[config.mk]
export PLATFORM = sky130hd
export DESIGN_NAME = bst_tap
export DESIGN_NICKNAME = d
export VERILOG_FILES = /design/src/bst_pkg.sv /design/src/bst_sync.sv /design/src/bst_tap.sv
export SDC_FILE = /design/constraint.sdc
export NUM_CORES = 1
export LEC_CHECK = 0
export BUFFER_PORTS_ARGS = -buffer_cell sky130_fd_sc_hd__buf_2
export CAP_MARGIN = 20
export CORE_MARGIN = 5
export CORE_UTILIZATION = 37
export DETAILED_ROUTE_END_ITERATION = 8
export SKIP_LAST_GASP = 1
export SYNTH_ARGS = -nofsm -noshare
export SYNTH_HDL_FRONTEND = slang
export SYNTH_SLANG_ARGS = --single-unit
[constraint.sdc]
create_clock -name clk -period 2.5 [get_ports clk]
set_input_delay 0.375 -clock clk [delete_from_list [all_inputs] [get_ports clk]]
set_output_delay 0.375 -clock clk [all_outputs]
set_load 0.01 [all_outputs]
[src/bst_pkg.sv]
// constants, codes and carrier types of the boundary-scan test port
package bst_pkg;

  // ----------------------------------------------------------------
  // register sizes
  // ----------------------------------------------------------------
  localparam int IR_W       = 3;            // instruction register width
  localparam int ID_W       = 32;           // identification register width
  localparam int BSR_LEN    = 109;          // boundary chain length
  localparam int BALL_N     = 108;          // cells fed from balls
  localparam int OE_CELL    = 108;          // index of cell 109, output enable
  localparam int TMS_RESET_EDGES = 5;       // tms-high edges that reach reset

  // ----------------------------------------------------------------
  // instruction codes
  // ----------------------------------------------------------------
  localparam logic [IR_W-1:0] INS_EXTEST  = 3'h0;
  localparam logic [IR_W-1:0] INS_IDCODE  = 3'h1;
  localparam logic [IR_W-1:0] INS_SAMPLEZ = 3'h2;
  localparam logic [IR_W-1:0] INS_SAMPLE  = 3'h4;
  localparam logic [IR_W-1:0] INS_BYPASS  = 3'h7;
  localparam logic [IR_W-1:0] IR_RESET    = INS_IDCODE;
  localparam logic [1:0]      IR_CAPTURE  = 2'h1;   // fixed low-bit pattern

  // ----------------------------------------------------------------
  // identification code fields
  // ----------------------------------------------------------------
  localparam logic [2:0]  ID_REVISION = 3'h0;
  localparam logic [16:0] ID_PART     = 17'h00a5a;  // arbitrary value
  localparam logic [10:0] ID_VENDOR   = 11'h2a3;    // arbitrary value
  localparam logic        ID_START    = 1'b1;
  localparam logic [ID_W-1:0] ID_CODE = {ID_REVISION, ID_PART, ID_VENDOR, ID_START};

  // ----------------------------------------------------------------
  // reset values
  // ----------------------------------------------------------------
  localparam logic [BSR_LEN-1:0] BSR_RESET = 109'h0;  // oe cell low: q floats
  localparam logic [2:0]         PIN_RESET = 3'h3;    // tck low, tms/tdi high

  // ----------------------------------------------------------------
  // controller states and carriers
  // ----------------------------------------------------------------
  typedef enum logic [3:0] {
    ST_RESET, ST_IDLE,
    ST_SEL_DR, ST_CAP_DR, ST_SH_DR, ST_EX1_DR, ST_PAU_DR, ST_EX2_DR, ST_UPD_DR,
    ST_SEL_IR, ST_CAP_IR, ST_SH_IR, ST_EX1_IR, ST_PAU_IR, ST_EX2_IR, ST_UPD_IR
  } bst_state_t;

  // test pins as they arrive from the board
  typedef struct packed {
    logic tck;
    logic tms;
    logic tdi;
  } bst_pins_t;

  // what the boundary cells present toward the balls
  typedef struct packed {
    logic              drive;   // cells own the output pins
    logic              qOe;     // data output bus drivers on
    logic [BALL_N-1:0] data;    // preload values for the pins
  } bst_ball_ctl_t;

endpackage

[src/bst_sync.sv]
// two-flop synchroniser for pins from outside the clock domain
`timescale 1ns/1ps
module bst_sync #(
  parameter int             W   = 1,
  parameter logic [W-1:0]   RST = '0
) (
  input  wire logic         clk,
  input  wire logic         rstn,
  input  wire logic [W-1:0] d,
  output logic      [W-1:0] q
);

  logic [W-1:0] meta_q;

  // first stage read only by the second
  always_ff @(posedge clk) begin
    if (!rstn) begin
      meta_q <= RST;
      q      <= RST;
    end else begin
      meta_q <= d;
      q      <= meta_q;
    end
  end

endmodule // bst_sync

[src/bst_tap.sv]
// boundary-scan test access port: controller, instruction, bypass, id, boundary chain
//
// What this block does
// - inputs sampled on tck rise; tdo changes only on tck fall.
// - tms and tdi pulled high internally, open pins read as one.
// - five tck rises with tms high reset the test logic only.
// - power-up reset puts tdo in high impedance, memory unaffected.
// - serial data enters every register at msb, leaves at lsb.
// - exactly one register sits between tdi and tdo, chosen by instruction.
// - three-bit instruction shifts in shift-ir, takes effect at update-ir.
// - reset and test-logic-reset load the identification instruction.
// - capture-ir loads binary 01 into the two low instruction bits.
// - bypass is one bit, used under bypass, cleared at capture.
// - boundary chain captures all balls, shifts between tdi and tdo.
// - identification instruction captures a fixed 32-bit code for shifting.
// - output-float sample uses boundary chain and floats q until update-ir.
// - sample/preload captures balls, latches shifted preload data in parallel.
// - external test drives preload data on pins, boundary chain shifts.
// - cell 109 enables q drivers under external test; default floats.
// - cell 109 latches at update-dr, only under sample/preload or external test.
// - codes 000 extest, 001 id, 010 float-sample, 100 sample, 111 bypass.
// - chain has 109 cells; last is internal output-enable cell.
`timescale 1ns/1ps
module bst_tap (
  input  wire logic                  clk,
  input  wire logic                  rstn,
  input  wire bst_pkg::bst_pins_t    pins,
  input  wire logic [bst_pkg::BALL_N-1:0] ballIn,
  output logic                       tdoOut,
  output logic                       tdoOe,
  output logic                       tmsPullEn,
  output logic                       tdiPullEn,
  output bst_pkg::bst_ball_ctl_t     ballCtl,
  output bst_pkg::bst_state_t        tapState
);
  import bst_pkg::*;

  // ----------------------------------------------------------------
  // declarations
  // ----------------------------------------------------------------
  bst_pins_t            pinSync;
  logic                 tckPrev_q;
  logic                 tckRise;
  logic                 tckFall;
  bst_state_t           state_q;
  bst_state_t           state_d;
  logic [IR_W-1:0]      irShift_q;
  logic [IR_W-1:0]      instr_q;
  logic                 bypass_q;
  logic [ID_W-1:0]      idShift_q;
  logic [BSR_LEN-1:0]   bsrShift_q;
  logic [BSR_LEN-1:0]   bsrUpd_q;
  logic                 tdo_q;
  logic                 tdoOe_q;
  bst_ball_ctl_t        ballCtl_q;
  logic                 selBsr;
  logic                 selId;
  logic                 selByp;
  logic                 mayPreload;
  logic                 inShiftIr;
  logic                 inShiftDr;
  logic                 drBit;
  logic                 serialBit;
  logic [BSR_LEN-1:0]   bsrCapture;

  // ----------------------------------------------------------------
  // pin sampling
  // ----------------------------------------------------------------
  // tck, tms and tdi cross into clk before any logic looks at them
  bst_sync #(
    .W   (3),
    .RST (PIN_RESET)
  ) u_sync (
    .clk  (clk),
    .rstn (rstn),
    .d    (pins),
    .q    (pinSync)
  );

  // weak pull-ups on the mode-select and data-in pins
  assign tmsPullEn = 1'b1;
  assign tdiPullEn = 1'b1;

  // previous synchronised tck, for edge finding
  always_ff @(posedge clk) begin
    if (!rstn) begin
      tckPrev_q <= 1'b0;
    end else begin
      tckPrev_q <= pinSync.tck;
    end
  end

  // a held-low tck gives no edges, so the port stays idle
  assign tckRise = pinSync.tck & ~tckPrev_q;
  assign tckFall = ~pinSync.tck & tckPrev_q;

  // ----------------------------------------------------------------
  // controller state machine
  // ----------------------------------------------------------------
  // next state from the sampled mode select
  always_comb begin
    state_d = state_q;
    case (state_q)
      ST_RESET:  state_d = pinSync.tms ? ST_RESET  : ST_IDLE;
      ST_IDLE:   state_d = pinSync.tms ? ST_SEL_DR : ST_IDLE;
      ST_SEL_DR: state_d = pinSync.tms ? ST_SEL_IR : ST_CAP_DR;
      ST_CAP_DR: state_d = pinSync.tms ? ST_EX1_DR : ST_SH_DR;
      ST_SH_DR:  state_d = pinSync.tms ? ST_EX1_DR : ST_SH_DR;
      ST_EX1_DR: state_d = pinSync.tms ? ST_UPD_DR : ST_PAU_DR;
      ST_PAU_DR: state_d = pinSync.tms ? ST_EX2_DR : ST_PAU_DR;
      ST_EX2_DR: state_d = pinSync.tms ? ST_UPD_DR : ST_SH_DR;
      ST_UPD_DR: state_d = pinSync.tms ? ST_SEL_DR : ST_IDLE;
      ST_SEL_IR: state_d = pinSync.tms ? ST_RESET  : ST_CAP_IR;
      ST_CAP_IR: state_d = pinSync.tms ? ST_EX1_IR : ST_SH_IR;
      ST_SH_IR:  state_d = pinSync.tms ? ST_EX1_IR : ST_SH_IR;
      ST_EX1_IR: state_d = pinSync.tms ? ST_UPD_IR : ST_PAU_IR;
      ST_PAU_IR: state_d = pinSync.tms ? ST_EX2_IR : ST_PAU_IR;
      ST_EX2_IR: state_d = pinSync.tms ? ST_UPD_IR : ST_SH_IR;
      ST_UPD_IR: state_d = pinSync.tms ? ST_SEL_DR : ST_IDLE;
      default:   state_d = ST_RESET;
    endcase
  end

  // state steps only on a tck rise; any state reaches reset in five tms-high rises
  always_ff @(posedge clk) begin
    if (!rstn) begin
      state_q <= ST_RESET;
    end else if (tckRise) begin
      state_q <= state_d;
    end
  end

  assign tapState = state_q;

  // ----------------------------------------------------------------
  // instruction decode
  // ----------------------------------------------------------------
  // reserved codes fall back to bypass so one path always stands
  assign selBsr     = (instr_q == INS_EXTEST) | (instr_q == INS_SAMPLEZ)
                    | (instr_q == INS_SAMPLE);
  assign selId      = (instr_q == INS_IDCODE);
  assign selByp     = ~selBsr & ~selId;
  assign mayPreload = (instr_q == INS_EXTEST) | (instr_q == INS_SAMPLE);
  assign inShiftIr  = (state_q == ST_SH_IR);
  assign inShiftDr  = (state_q == ST_SH_DR);

  // ----------------------------------------------------------------
  // instruction register
  // ----------------------------------------------------------------
  // shift stage: capture fixed pattern, shift msb-in
  always_ff @(posedge clk) begin
    if (!rstn) begin
      irShift_q <= IR_RESET;
    end else if (tckRise) begin
      case (state_q)
        ST_CAP_IR: irShift_q <= {irShift_q[IR_W-1:2], IR_CAPTURE};
        ST_SH_IR:  irShift_q <= {pinSync.tdi, irShift_q[IR_W-1:1]};
        default:   irShift_q <= irShift_q;
      endcase
    end
  end

  // current instruction changes only at update-ir or reset
  always_ff @(posedge clk) begin
    if (!rstn) begin
      instr_q <= IR_RESET;
    end else if (tckRise) begin
      case (state_q)
        ST_RESET:  instr_q <= IR_RESET;
        ST_UPD_IR: instr_q <= irShift_q;
        default:   instr_q <= instr_q;
      endcase
    end
  end

  // ----------------------------------------------------------------
  // bypass and identification registers
  // ----------------------------------------------------------------
  // bypass: single bit, zero at capture
  always_ff @(posedge clk) begin
    if (!rstn) begin
      bypass_q <= 1'b0;
    end else if (tckRise && selByp) begin
      case (state_q)
        ST_CAP_DR: bypass_q <= 1'b0;
        ST_SH_DR:  bypass_q <= pinSync.tdi;
        default:   bypass_q <= bypass_q;
      endcase
    end
  end

  // identification: hardwired code captured, then shifted toward tdo
  always_ff @(posedge clk) begin
    if (!rstn) begin
      idShift_q <= ID_CODE;
    end else if (tckRise && selId) begin
      case (state_q)
        ST_CAP_DR: idShift_q <= ID_CODE;
        ST_SH_DR:  idShift_q <= {pinSync.tdi, idShift_q[ID_W-1:1]};
        default:   idShift_q <= idShift_q;
      endcase
    end
  end

  // ----------------------------------------------------------------
  // boundary scan register
  // ----------------------------------------------------------------
  // capture: every ball; the oe cell has no ball and keeps its shift value
  assign bsrCapture = {bsrShift_q[OE_CELL], ballIn};

  // shift stage of all 109 cells
  always_ff @(posedge clk) begin
    if (!rstn) begin
      bsrShift_q <= BSR_RESET;
    end else if (tckRise && selBsr) begin
      case (state_q)
        ST_CAP_DR: bsrShift_q <= bsrCapture;
        ST_SH_DR:  bsrShift_q <= {pinSync.tdi, bsrShift_q[BSR_LEN-1:1]};
        default:   bsrShift_q <= bsrShift_q;
      endcase
    end
  end

  // preload stage: latched at update-dr under sample/preload or external test
  always_ff @(posedge clk) begin
    if (!rstn) begin
      bsrUpd_q <= BSR_RESET;
    end else if (tckRise && mayPreload && state_q == ST_UPD_DR) begin
      bsrUpd_q <= bsrShift_q;
    end
  end

  // ----------------------------------------------------------------
  // ball control
  // ----------------------------------------------------------------
  // follows the current instruction and the preload stage, so changes land at update-ir, update-dr or test-logic-reset
  always_ff @(posedge clk) begin
    if (!rstn) begin
      ballCtl_q <= '{drive: 1'b0, qOe: 1'b1, data: '0};
    end else begin
      ballCtl_q.drive <= (instr_q == INS_EXTEST);
      ballCtl_q.data  <= bsrUpd_q[BALL_N-1:0];
      case (instr_q)
        INS_EXTEST:  ballCtl_q.qOe <= bsrUpd_q[OE_CELL];
        INS_SAMPLEZ: ballCtl_q.qOe <= 1'b0;
        default:     ballCtl_q.qOe <= 1'b1;
      endcase
    end
  end

  assign ballCtl = ballCtl_q;

  // ----------------------------------------------------------------
  // serial output
  // ----------------------------------------------------------------
  // lsb of the selected register feeds tdo
  assign drBit     = selBsr ? bsrShift_q[0] : (selId ? idShift_q[0] : bypass_q);
  assign serialBit = inShiftIr ? irShift_q[0] : drBit;

  // tdo and its enable move only on a tck fall
  always_ff @(posedge clk) begin
    if (!rstn) begin
      tdo_q   <= 1'b0;
      tdoOe_q <= 1'b0;
    end else if (tckFall) begin
      tdo_q   <= serialBit;
      tdoOe_q <= inShiftIr | inShiftDr;
    end
  end

  assign tdoOut = tdo_q;
  assign tdoOe  = tdoOe_q;

endmodule // bst_tap

==> results of run 1 <==
==> metrics by stage <==
stage / setup WS, ps / total power [mW] / instances
2_1_floorplan: 325 / 6.37 / 1592
3_5_place_dp: 231 / 6.52 / 2223
6_report: 206 / 12.4 / 2297
3_3_place_gp: 269 / 6.52 / 2223
5_1_grt: 67.6 / 12.9 / 2297
4_1_cts: 204 / 12.6 / 2296
==> power by group through the flow <==
stage	clock (mW)	sequential [mW]	combinational (mW)
after floorplan	0	6.20	0.163
after global routing	6.48	6.07	0.353
after detailed placement	0	6.20	0.319
after global placement	0	6.20	0.321
after CTS	6.19	6.07	0.325
final	5.99	6.07	0.318
==> critical path: cells and delay by family (launching register included) <==
| family | cells | cell delay (ps) |
|---|---|---|
| buf+inv | 2 | 510 |
| flops | 1 | 310 |
| compound gates | 1 | 90 |
| simple gates | 3 | 1220 |
==> worst min path at each step <==
stage | startpoint | endpoint | cells after the start
after global placement | u_sync.meta_q[1] | u_sync.q[1] | 1
after CTS | ballIn[103] | bsrShift_q[103] | 4
after floorplan | u_sync.meta_q[0] | u_sync.q[0] | 1
final | ballIn[103] | bsrShift_q[103] | 4
after detailed placement | u_sync.meta_q[1] | u_sync.q[1] | 1
after global routing | ballIn[103] | bsrShift_q[103] | 4
==> layer usage <==
layer / share of wire, % / global-route usage (%)
met1: 46 / 21.2
met2: 46 / 25.8
met3: 5.5 / 3.74
met4: 1.7 / 3.90
met5: 0.021 / 0
==> synth_stat cells (all sizes together) <==
cell type	n	share of area, %
nand2	456	12
dfxtp	380	54
nand3	131	4.7
clkbuf	113	3.0
a21boi	111	5.9
and2	111	4.9
o211a	108	7.7
o21ai	37	1.3
buf	28	0.99
nor2	21	0.56
nor3	16	0.57
nand2b	9	0.40
a21oi	7	0.25
nor2b	6	0.27
or3	6	0.27
nand4	5	0.22
o31ai	5	0.27
a211oi	3	0.16
a31oi	3	0.13
mux2i	3	0.21
o22ai	3	0.13
or3b	3	0.19
a2111oi	2	0.30
inv	2	0.053
nor3b	2	0.11
or4	2	0.11
a2111o	1	0.080
a21o	1	0.053
a32o	1	0.071
and3b	1	0.062
and4b	1	0.071
conb	1	0.027
maj3	1	0.071
nand3b	1	0.053
nor4	1	0.044
nor4b	1	0.062
o221ai	1	0.062
o2bb2ai	1	0.062
o311ai	1	0.062
o32ai	1	0.062
o41ai	1	0.062
or2	1	0.044
or4b	1	0.071
xor2	1	0.062
==> logic make-up after synthesis <==
family	after synthesis	synth area share, %
muxes	3	0.213
xor gates and xnor gates	1	0.0622
adders and majority gates	1	0.0711
and+or+nand+nor	775	24.8
other	1	0.0266
AOI/OAI and AO/OA	287	16.7
DFF	380	54.0
buffers and inverters	143	4.06
==> cell type report <==
| type | instances | area [sq um] |
|---|---|---|
| fill | 3697 | 20400 |
| sequential | 380 | 7610 |
| multi-input combinational | 1069 | 5930 |
| timing repair buffer | 264 | 1630 |
| clock buffer | 63 | 1280 |
| tap | 511 | 639 |
| clock inverter | 7 | 63.8 |
| inverter | 2 | 7.51 |
| antenna | 1 | 2.50 |
==> sequential cells by signal, summed over array words and instances, names as in the netlist <==
| name | flops |
|---|---|
| tdoOe | 1 |
| tdoOut | 1 |
| bsrUpd_q | 109 |
| bsrShift_q | 109 |
| irShift_q | 3 |
| tapState | 4 |
| u_sync.q | 3 |
| tckPrev_q | 1 |
| instr_q | 3 |
| bypass_q | 1 |
| ballCtl | 110 |
| idShift_q | 32 |
| u_sync.meta_q | 3 |
==> what timing repair did <==
action,4_1_cts,5_1_grt
gates resized for setup,0,0
hold buffers,3,0
setup buffers,0,0
hold endpoints to repair,3,0
==> impl_metrics.py, run 1 <==
metrics = {
    "grt": {
        "grt_usage_pct": 15.8,
        "antenna_found_initial": 2,
        "grt_pass1_vias": 10667,
        "grt_overflow": 0,
        "grt_first_pass_wirelength_mm": 55.3,
        "grt_max_degree": 103,
    },
    "placement": {
        "dp_hpwl_mm": 21.1,
        "place.gp.congestion": 0.757,
        "dpl-instance-area_sq_um": 15800,
        "io_buffers": 228,
    },
    "worst_setup_path": {
        "crit_top_cell": "buf_4",
        "cp.required_ps": 2920,
        "timing.rr.end": "bsrUpd_q[90]",
        "cp_max_fo": 46,
        "reg2reg_depth": 6,
        "r2r_start": "tapState[1]",
        "path_class": "reg -> reg",
        "crit_path_top_delay_cell": "or4_4",
        "r2r_slack_ps": 210,
        "cp-start-kind": "register",
        "endpoint": "bsrUpd_q[90]",
        "slowest_delay_ps": 560,
        "endpoint_kind": "register",
        "startpoint": "tapState[1]",
        "critPathArrivalTime_ps": 2710,
        "crit_path_cell_trace": "buf_4 > or3b_2 > or4_4 > buf_4 > nand2_1 > a21boi_0",
    },
    "cells_and_area": {
        "most-common-layout-cells": "nand2_1, dfxtp_1, buf_2",
        "final_cell_area_sq_um": 17200,
        "nets": 1871,
        "drive_gt1_share_pct": 18.7,
        "utilization_pct": 45.7,
        "final_common_cell": "nand2_1",
        "area_delta_synth_final_pct": 21.9,
    },
    "cts": {
        "path_clk_slew_ps": 60,
        "cts-root-buf": "clkbuf_16",
        "insertion_delay_ps": 550,
        "cts_tree": "done",
        "cts_made_buffers": 41,
        "cts_buffer_depth": 3,
        "htreeDepth": 2,
        "cts.sinks": 380,
    },
    "routing": {
        "firstDrtPassIters": 5,
        "detailedRoute.firstIterationViolations": 583,
        "avgRoutedWirePerCell_um": 14.7,
        "avgViaCountPerCell": 4.83,
        "drt-total-wl_mm": 33.8,
        "drcViolationCount": 0,
        "antenna_left": 0,
        "num_vias": 11087,
    },
    "floorplanning": {
        "fp.dieH_um": 205,
        "start_util_pct": 37.5,
        "row_count": 71,
        "die_area_sq_um": 42000,
        "pin_count": 231,
        "fp.dieW_um": 205,
        "core_area_sq_um": 37600,
    },
    "timing": {
        "relSlewSlack_pct": 56.9,
        "holdWs_ps": 174,
        "hold_viol": 0,
        "finalCriticalPeriod_ps": 2290,
        "slew_violations": 0,
        "fmax_mhz": 436,
        "worstMarginPinSlew_ps": 647,
        "setup-tns-final_ps": 0,
        "final-setup-viol-count": 0,
        "min_period_over_period_pct": 91.8,
        "clock_skew_ps": 25.0,
        "rsz0062_at_grt": "no",
    },
    "pwr": {
        "switching_power_mw": 2.56,
        "clockPowerShare_pct": 48.4,
        "combinationalPowerShare_pct": 2.6,
        "internal_power_mw": 9.81,
        "vdd_ir_drop_max_mv": 0.547,
        "swShare_pct": 20.7,
        "powerDensity_nw_per_um2": 721,
        "p_seq_share_pct": 49.1,
        "p_leak_nw": 8.10,
    },
    "logic_synthesis": {
        "ys_ff_latch": 380,
        "synth_seq_area_share_pct": 54.0,
        "synthesis.area_sq_um": 14100,
        "avgSynthCellArea_sq_um": 8.85,
        "syn_inst": 1591,
        "ys_warn_count": 0,
        "ys_types": 49,
    },
    "run": {
        "drv_cap": 0,
    },
    "run_status": {
        "status": "finished, final reports clean",
    },
    "min_path": {
        "hp-class": "in -> reg",
    },
}
(Power assumes the default switching activity.)
==> run 2: changes to the inputs <==
SYNTH_HIERARCHICAL = 1   (was unset)
==> run 2 against run 1 <==
Compared with the run above: critical endpoint is now bsrShift_q[82]; die area barely moved; final cell count decreased by 0.39%; largest cell class unchanged; via count increased by 0.99%.
==> impl_metrics.py, run 2 <==
metrics = {
    "run_status": {
        "status": "finished, final reports clean",
    },
    "min_path": {
        "hp-class": "in -> reg",
        "holdPathStages": 2,
        "min_from": "pins[2]",
        "holdPathEnd": "u_sync/meta_q[2]",
    },
    "grt": {
        "grt_pass1_vias": 10729,
        "grt_usage_pct": 15.7,
        "grt_overflow": 0,
        "antenna_found_initial": 0,
        "grt_first_pass_wirelength_mm": 55.2,
        "grt_max_degree": 110,
    },
    "logic_synthesis": {
        "synth_top_area_share_pct": 54.1,
        "async_flop_share_pct": 0,
        "synth_top_cell_by_area": "dfxtp_1",
        "ys_ff_latch": 380,
        "synth_edf_count": 0,
        "netlist_top_cells_area": "dfxtp_1, nand2_1, o211a_1",
        "syn_inst": 1590,
        "synth_seq_area_share_pct": 54.1,
        "avgSynthCellArea_sq_um": 8.85,
        "synth.top_cells.by_count": "nand2_1, dfxtp_1, nand3_1, clkbuf_1",
        "synth_flop_cell": "dfxtp_1",
        "yosysMostFrequentCell": "nand2_1",
        "synthesis.area_sq_um": 14100,
        "ys_warn_count": 6,
        "ys_types": 48,
    },
    "worst_setup_path": {
        "critPathArrivalTime_ps": 2710,
        "cp_max_fo": 107,
        "r2r_slack_ps": 220,
        "cp-start-kind": "register",
        "path_class": "reg -> reg",
        "timing.rr.end": "bsrShift_q[82]",
        "r2r_start": "tapState[1]",
        "startpoint": "tapState[1]",
        "cp.required_ps": 2930,
        "endpoint_kind": "register",
        "reg2reg_depth": 5,
    },
    "placement": {
        "dpl-instance-area_sq_um": 15700,
        "place.gp.congestion": 0.776,
        "dp_hpwl_mm": 21.1,
        "dp_cells": 2217,
        "io_buffers": 228,
    },
    "floorplanning": {
        "row_count": 71,
        "die_area_sq_um": 42000,
        "start_util_pct": 37.4,
        "fp.dieH_um": 205,
        "pin_count": 231,
        "core_area_sq_um": 37600,
        "fp.dieW_um": 205,
    },
    "timing": {
        "relSlewSlack_pct": 62.4,
        "hold_viol": 0,
        "final-setup-viol-count": 0,
        "finalCriticalPeriod_ps": 2280,
        "clock_skew_ps": 20.0,
        "worstMarginPinSlew_ps": 564,
        "rsz0062_at_grt": "no",
        "setup-tns-final_ps": 0,
        "min_period_over_period_pct": 91.1,
        "fmax_mhz": 439,
        "slew_violations": 0,
    },
    "routing": {
        "antenna_left": 0,
        "drcViolationCount": 0,
        "drt-total-wl_mm": 34.1,
        "num_vias": 11197,
        "avgRoutedWirePerCell_um": 14.9,
        "detailedRoute.firstIterationViolations": 634,
        "firstDrtPassIters": 5,
        "avgViaCountPerCell": 4.89,
    },
    "cells_and_area": {
        "largest_register_ff_count": 110,
        "final_common_cell": "nand2_1",
        "drive_gt1_share_pct": 18.2,
        "nets": 1865,
        "finalNonFillerCells": 2288,
        "area_delta_synth_final_pct": 21.0,
        "most-common-layout-cells": "nand2_1, dfxtp_1, buf_2",
        "final_cell_area_sq_um": 17000,
        "insertedDiodeCount": 0,
    },
    "cts": {
        "cts_buffer_depth": 3,
        "path_clk_slew_ps": 60,
        "cts.sinks": 380,
        "cts-root-buf": "clkbuf_16",
        "cts_made_buffers": 42,
        "cts_tree": "done",
        "insertion_delay_ps": 550,
        "htreeDepth": 2,
        "postCtsSetupBuffers": 0,
    },
    "pwr": {
        "p_leak_nw": 8.03,
        "powerDensity_nw_per_um2": 723,
        "vdd_ir_drop_max_mv": 0.431,
    },
    "run": {
        "drv_cap": 0,
    },
}
-- run 2: cell types whose count changed in the layout (fill, tap and decap cells not counted), moves of 2 or more --
cell      before  now
clkinv_2       5    2
clkinv_8       0    2
clkbuf_1       7   10
buf_12        16   10
clkbuf_8      13    9
-- run 2: timing repair --
item | CTS | global route
setup endpoints to repair | 0 | 1
resized for setup | 0 | 1
hold buffers | 2 | 0
endpoints found under the hold margin | 2 | 0
-- run 2: cell type report --
| class | instances | area (sq um) |
|---|---|---|
| fill | 3743 | 20600 |
| sequential | 380 | 7610 |
| tap | 511 | 639 |
| inverter | 2 | 7.51 |
| clock buffer | 61 | 1210 |
| clock inverter | 8 | 120 |
| timing repair buffer | 257 | 1500 |
| multi-input combinational | 1069 | 5930 |
-- run 2: where the power goes --
group / switching, mW / leakage [nW] / internal (mW)
logic: 0.185 / 4.32 / 0.135
registers: 0.00726 / 3.06 / 6.06
clock network: 2.44 / 0.650 / 3.48
-- run 2: logic make-up after synthesis --
logic type / count (synthesis) / synth area share (%)
compound gates: 287 / 16.7
xor+xnor: 1 / 0.0623
other cells: 1 / 0.0266
flops: 380 / 54.1
buf+inv: 142 / 4.04
mux: 3 / 0.213
fa+ha+maj: 1 / 0.0711
simple gates: 775 / 24.9
-- run 2: per-layer routing --
metal	vias up	global-route usage [%]	wire [um]
met3	53	3.26	2070
li1	5626	-	-
met1	5246	22.3	16400
met2	272	24.5	14900
met4	0	4.19	708
met5	-	0	0
-- run 2: worst max-delay path, stage by stage, from the launching register on --
cell       delay, ps
dfxtp_1          380
or3b_1           530
a2111oi_4        490
buf_12           380
nand3_1          140
o211a_1          150
-- run 2: worst max-delay path by stage --
stage,end,slack [ps],cells after the start
floorplan,bsrUpd_q[100],330,7
global placement,bsrShift_q[57],330,5
detailed placement,bsrUpd_q[61],240,5
CTS,bsrUpd_q[61],210,5
global route,bsrUpd_q[103],90,5
finish,bsrShift_q[82],220,5
-- run 2: per-stage QoR --
step / utilization, % / hold slack, ps / power [mW] / setup WS, ps
2_1_floorplan: - / 386 / 6.36 / 325
3_5_place_dp: 41.7 / 392 / 6.52 / 240
5_1_grt: 45.3 / 33.8 / 12.8 / 92.5
6_report: 45.3 / 45.4 / 12.3 / 223
4_1_cts: 45.3 / 19.9 / 12.5 / 209
3_3_place_gp: 41.7 / 393 / 6.52 / 329
==> run 3: changes to the inputs <==
PLACE_DENSITY_LB_ADDON = 0.12   (was unset)
clock period = 2 ns   (was 2.5 ns; I/O delays follow)
==> run 3 against run 2 <==
Compared with the run above: non-clock buffer count is 51 higher; setup slack got worse by 200 ps; sequential power increased by 25%; critical path type unchanged.
==> impl_metrics.py, run 3 (synthesis results as in run 2) <==
metrics = {
    "run_status": {
        "status": "finished, final reports clean",
    },
    "cts": {
        "path_clk_slew_ps": 60,
        "insertion_delay_ps": 540,
        "cts_buffer_depth": 3,
        "cts_made_buffers": 43,
        "cts.sinks": 380,
        "htreeDepth": 2,
        "cts-root-buf": "clkbuf_16",
        "cts_tree": "done",
    },
    "floorplanning": {
        "die_area_sq_um": 42000,
        "row_count": 71,
        "fp.dieH_um": 205,
        "pin_count": 231,
        "core_area_sq_um": 37600,
        "start_util_pct": 37.4,
        "fp.dieW_um": 205,
    },
    "worst_setup_path": {
        "crit_path_cell_trace": "or3b_4 > a2111oi_4 > buf_4 > buf_12 > buf_12 > nand3_1 > o211a_1",
        "slowest_delay_ps": 400,
        "crit_path_top_delay_cell": "or3b_4",
        "critPathArrivalTime_ps": 2400,
        "cp.required_ps": 2430,
        "cp_max_fo": 15,
        "cp-start-kind": "register",
        "path_class": "reg -> reg",
        "crit_top_cell": "buf_12",
        "r2r_slack_ps": 20,
        "endpoint_kind": "register",
    },
    "timing": {
        "clock_skew_ps": 12.2,
        "finalCriticalPeriod_ps": 1980,
        "holdWs_ps": 105,
        "fmax_mhz": 506,
        "worstMarginPinSlew_ps": 549,
        "relSlewSlack_pct": 63.4,
        "hold_viol": 0,
        "rsz0062_at_grt": "yes",
        "worst_slack_ps": 24.1,
        "slew_violations": 0,
        "final-setup-viol-count": 0,
        "min_period_over_period_pct": 98.8,
    },
    "pwr": {
        "vdd_ir_drop_max_mv": 0.498,
        "powerDensity_nw_per_um2": 908,
        "power_mw": 16.2,
        "p_leak_nw": 8.47,
    },
    "routing": {
        "firstDrtPassIters": 5,
        "detailedRoute.firstIterationViolations": 426,
        "antenna_left": 0,
        "avgRoutedWirePerCell_um": 14.8,
        "num_vias": 11293,
        "drcViolationCount": 0,
        "drt-total-wl_mm": 34.7,
        "avgViaCountPerCell": 4.82,
    },
    "grt": {
        "grt_overflow": 0,
        "grt_max_degree": 84,
        "grt_usage_pct": 15.8,
        "grt_first_pass_wirelength_mm": 55.4,
        "grt_pass1_vias": 10786,
        "antenna_found_initial": 2,
    },
    "cells_and_area": {
        "final_common_cell": "nand2_1",
        "nets": 1917,
        "largest_register_ff_count": 110,
        "drive_gt1_share_pct": 20.9,
        "finalNonFillerCells": 2341,
        "utilization_pct": 47.6,
        "area_delta_synth_final_pct": 27.0,
        "most-common-layout-cells": "nand2_1, dfxtp_1, buf_2",
    },
    "placement": {
        "io_buffers": 228,
        "place.gp.congestion": 0.783,
        "dp_hpwl_mm": 22.1,
        "dp_cells": 2254,
        "pre_cts_slack_ps": 29.2,
    },
    "run": {
        "drv_cap": 0,
    },
    "min_path": {
        "hp-class": "in -> reg",
    },
}
==> run 3: cell types whose count changed in the layout (fill, tap and decap cells not counted), sizes merged <==
cell	previous run	this run
clkbuf	61	60
inv	3	2
dlygate4sd3	2	3
buf	255	301
diode	0	2
bufinv	1	7
==> run 3: area by class of cell <==
class	count	area, sq um
flip-flops and latches	380	7610
clock inverters	13	244
fillers	3698	19700
multi-input cells	1069	5960
inverters	2	7.51
repair buffers	308	2170
clock buffers	56	1240
diodes	2	5.00
well taps	511	639
==> run 3: stage by stage <==
step / setup TNS [ps] / instance area, sq um
after floorplan: -1390 / 14100
after global placement: 0 / 16100
after detailed placement: 0 / 16100
after CTS: 0 / 17600
after global routing: -1180 / 17900
final: 0 / 17900
==> run 3: per-layer routing <==
| metal | vias to the layer above | part of all wire [%] | wire, um | GRT usage [%] |
|---|---|---|---|---|
| li1 | 5732 | - | - | - |
| met1 | 5324 | 47 | 16200 | 21.0 |
| met2 | 202 | 46 | 15900 | 25.5 |
| met3 | 35 | 5.6 | 1950 | 3.96 |
| met4 | 0 | 1.6 | 561 | 4.43 |
| met5 | - | 0 | 0 | 0 |
==> run 3: timing repair <==
action / CTS / global route
hold buffers: 3 / 0
endpoints found under the hold margin: 3 / 0
buffers inserted: 0 / 6
endpoints found under the setup margin: 0 / 124
resized for setup: 0 / 24
==> run 3: worst paths after layout <==
check                                 startpoint        endpoint  cells past startpoint
worst max-delay path                 tapState[1]  bsrShift_q[59]                      7
worst min-delay path                  ballIn[35]  bsrShift_q[35]                      4
worst max register to register       tapState[1]  bsrShift_q[59]                      7
worst min register to register  u_sync/meta_q[1]     u_sync/q[1]                      1
==> run 3: power by group <==
part           switching [mW]  internal [mW]  leakage, nW
Combinational           0.234          0.181         4.67
Clock                    3.02           5.21        0.732
Sequential            0.00837           7.58         3.06
Total                    3.26           13.0         8.47
==> run 3: worst max-delay path, delay by kind of cell, from the launching register on <==
family / cells / cell delay (ps)
flops: 1 / 350
simple gates: 2 / 470
compound gates: 2 / 520
buf+inv: 3 / 510
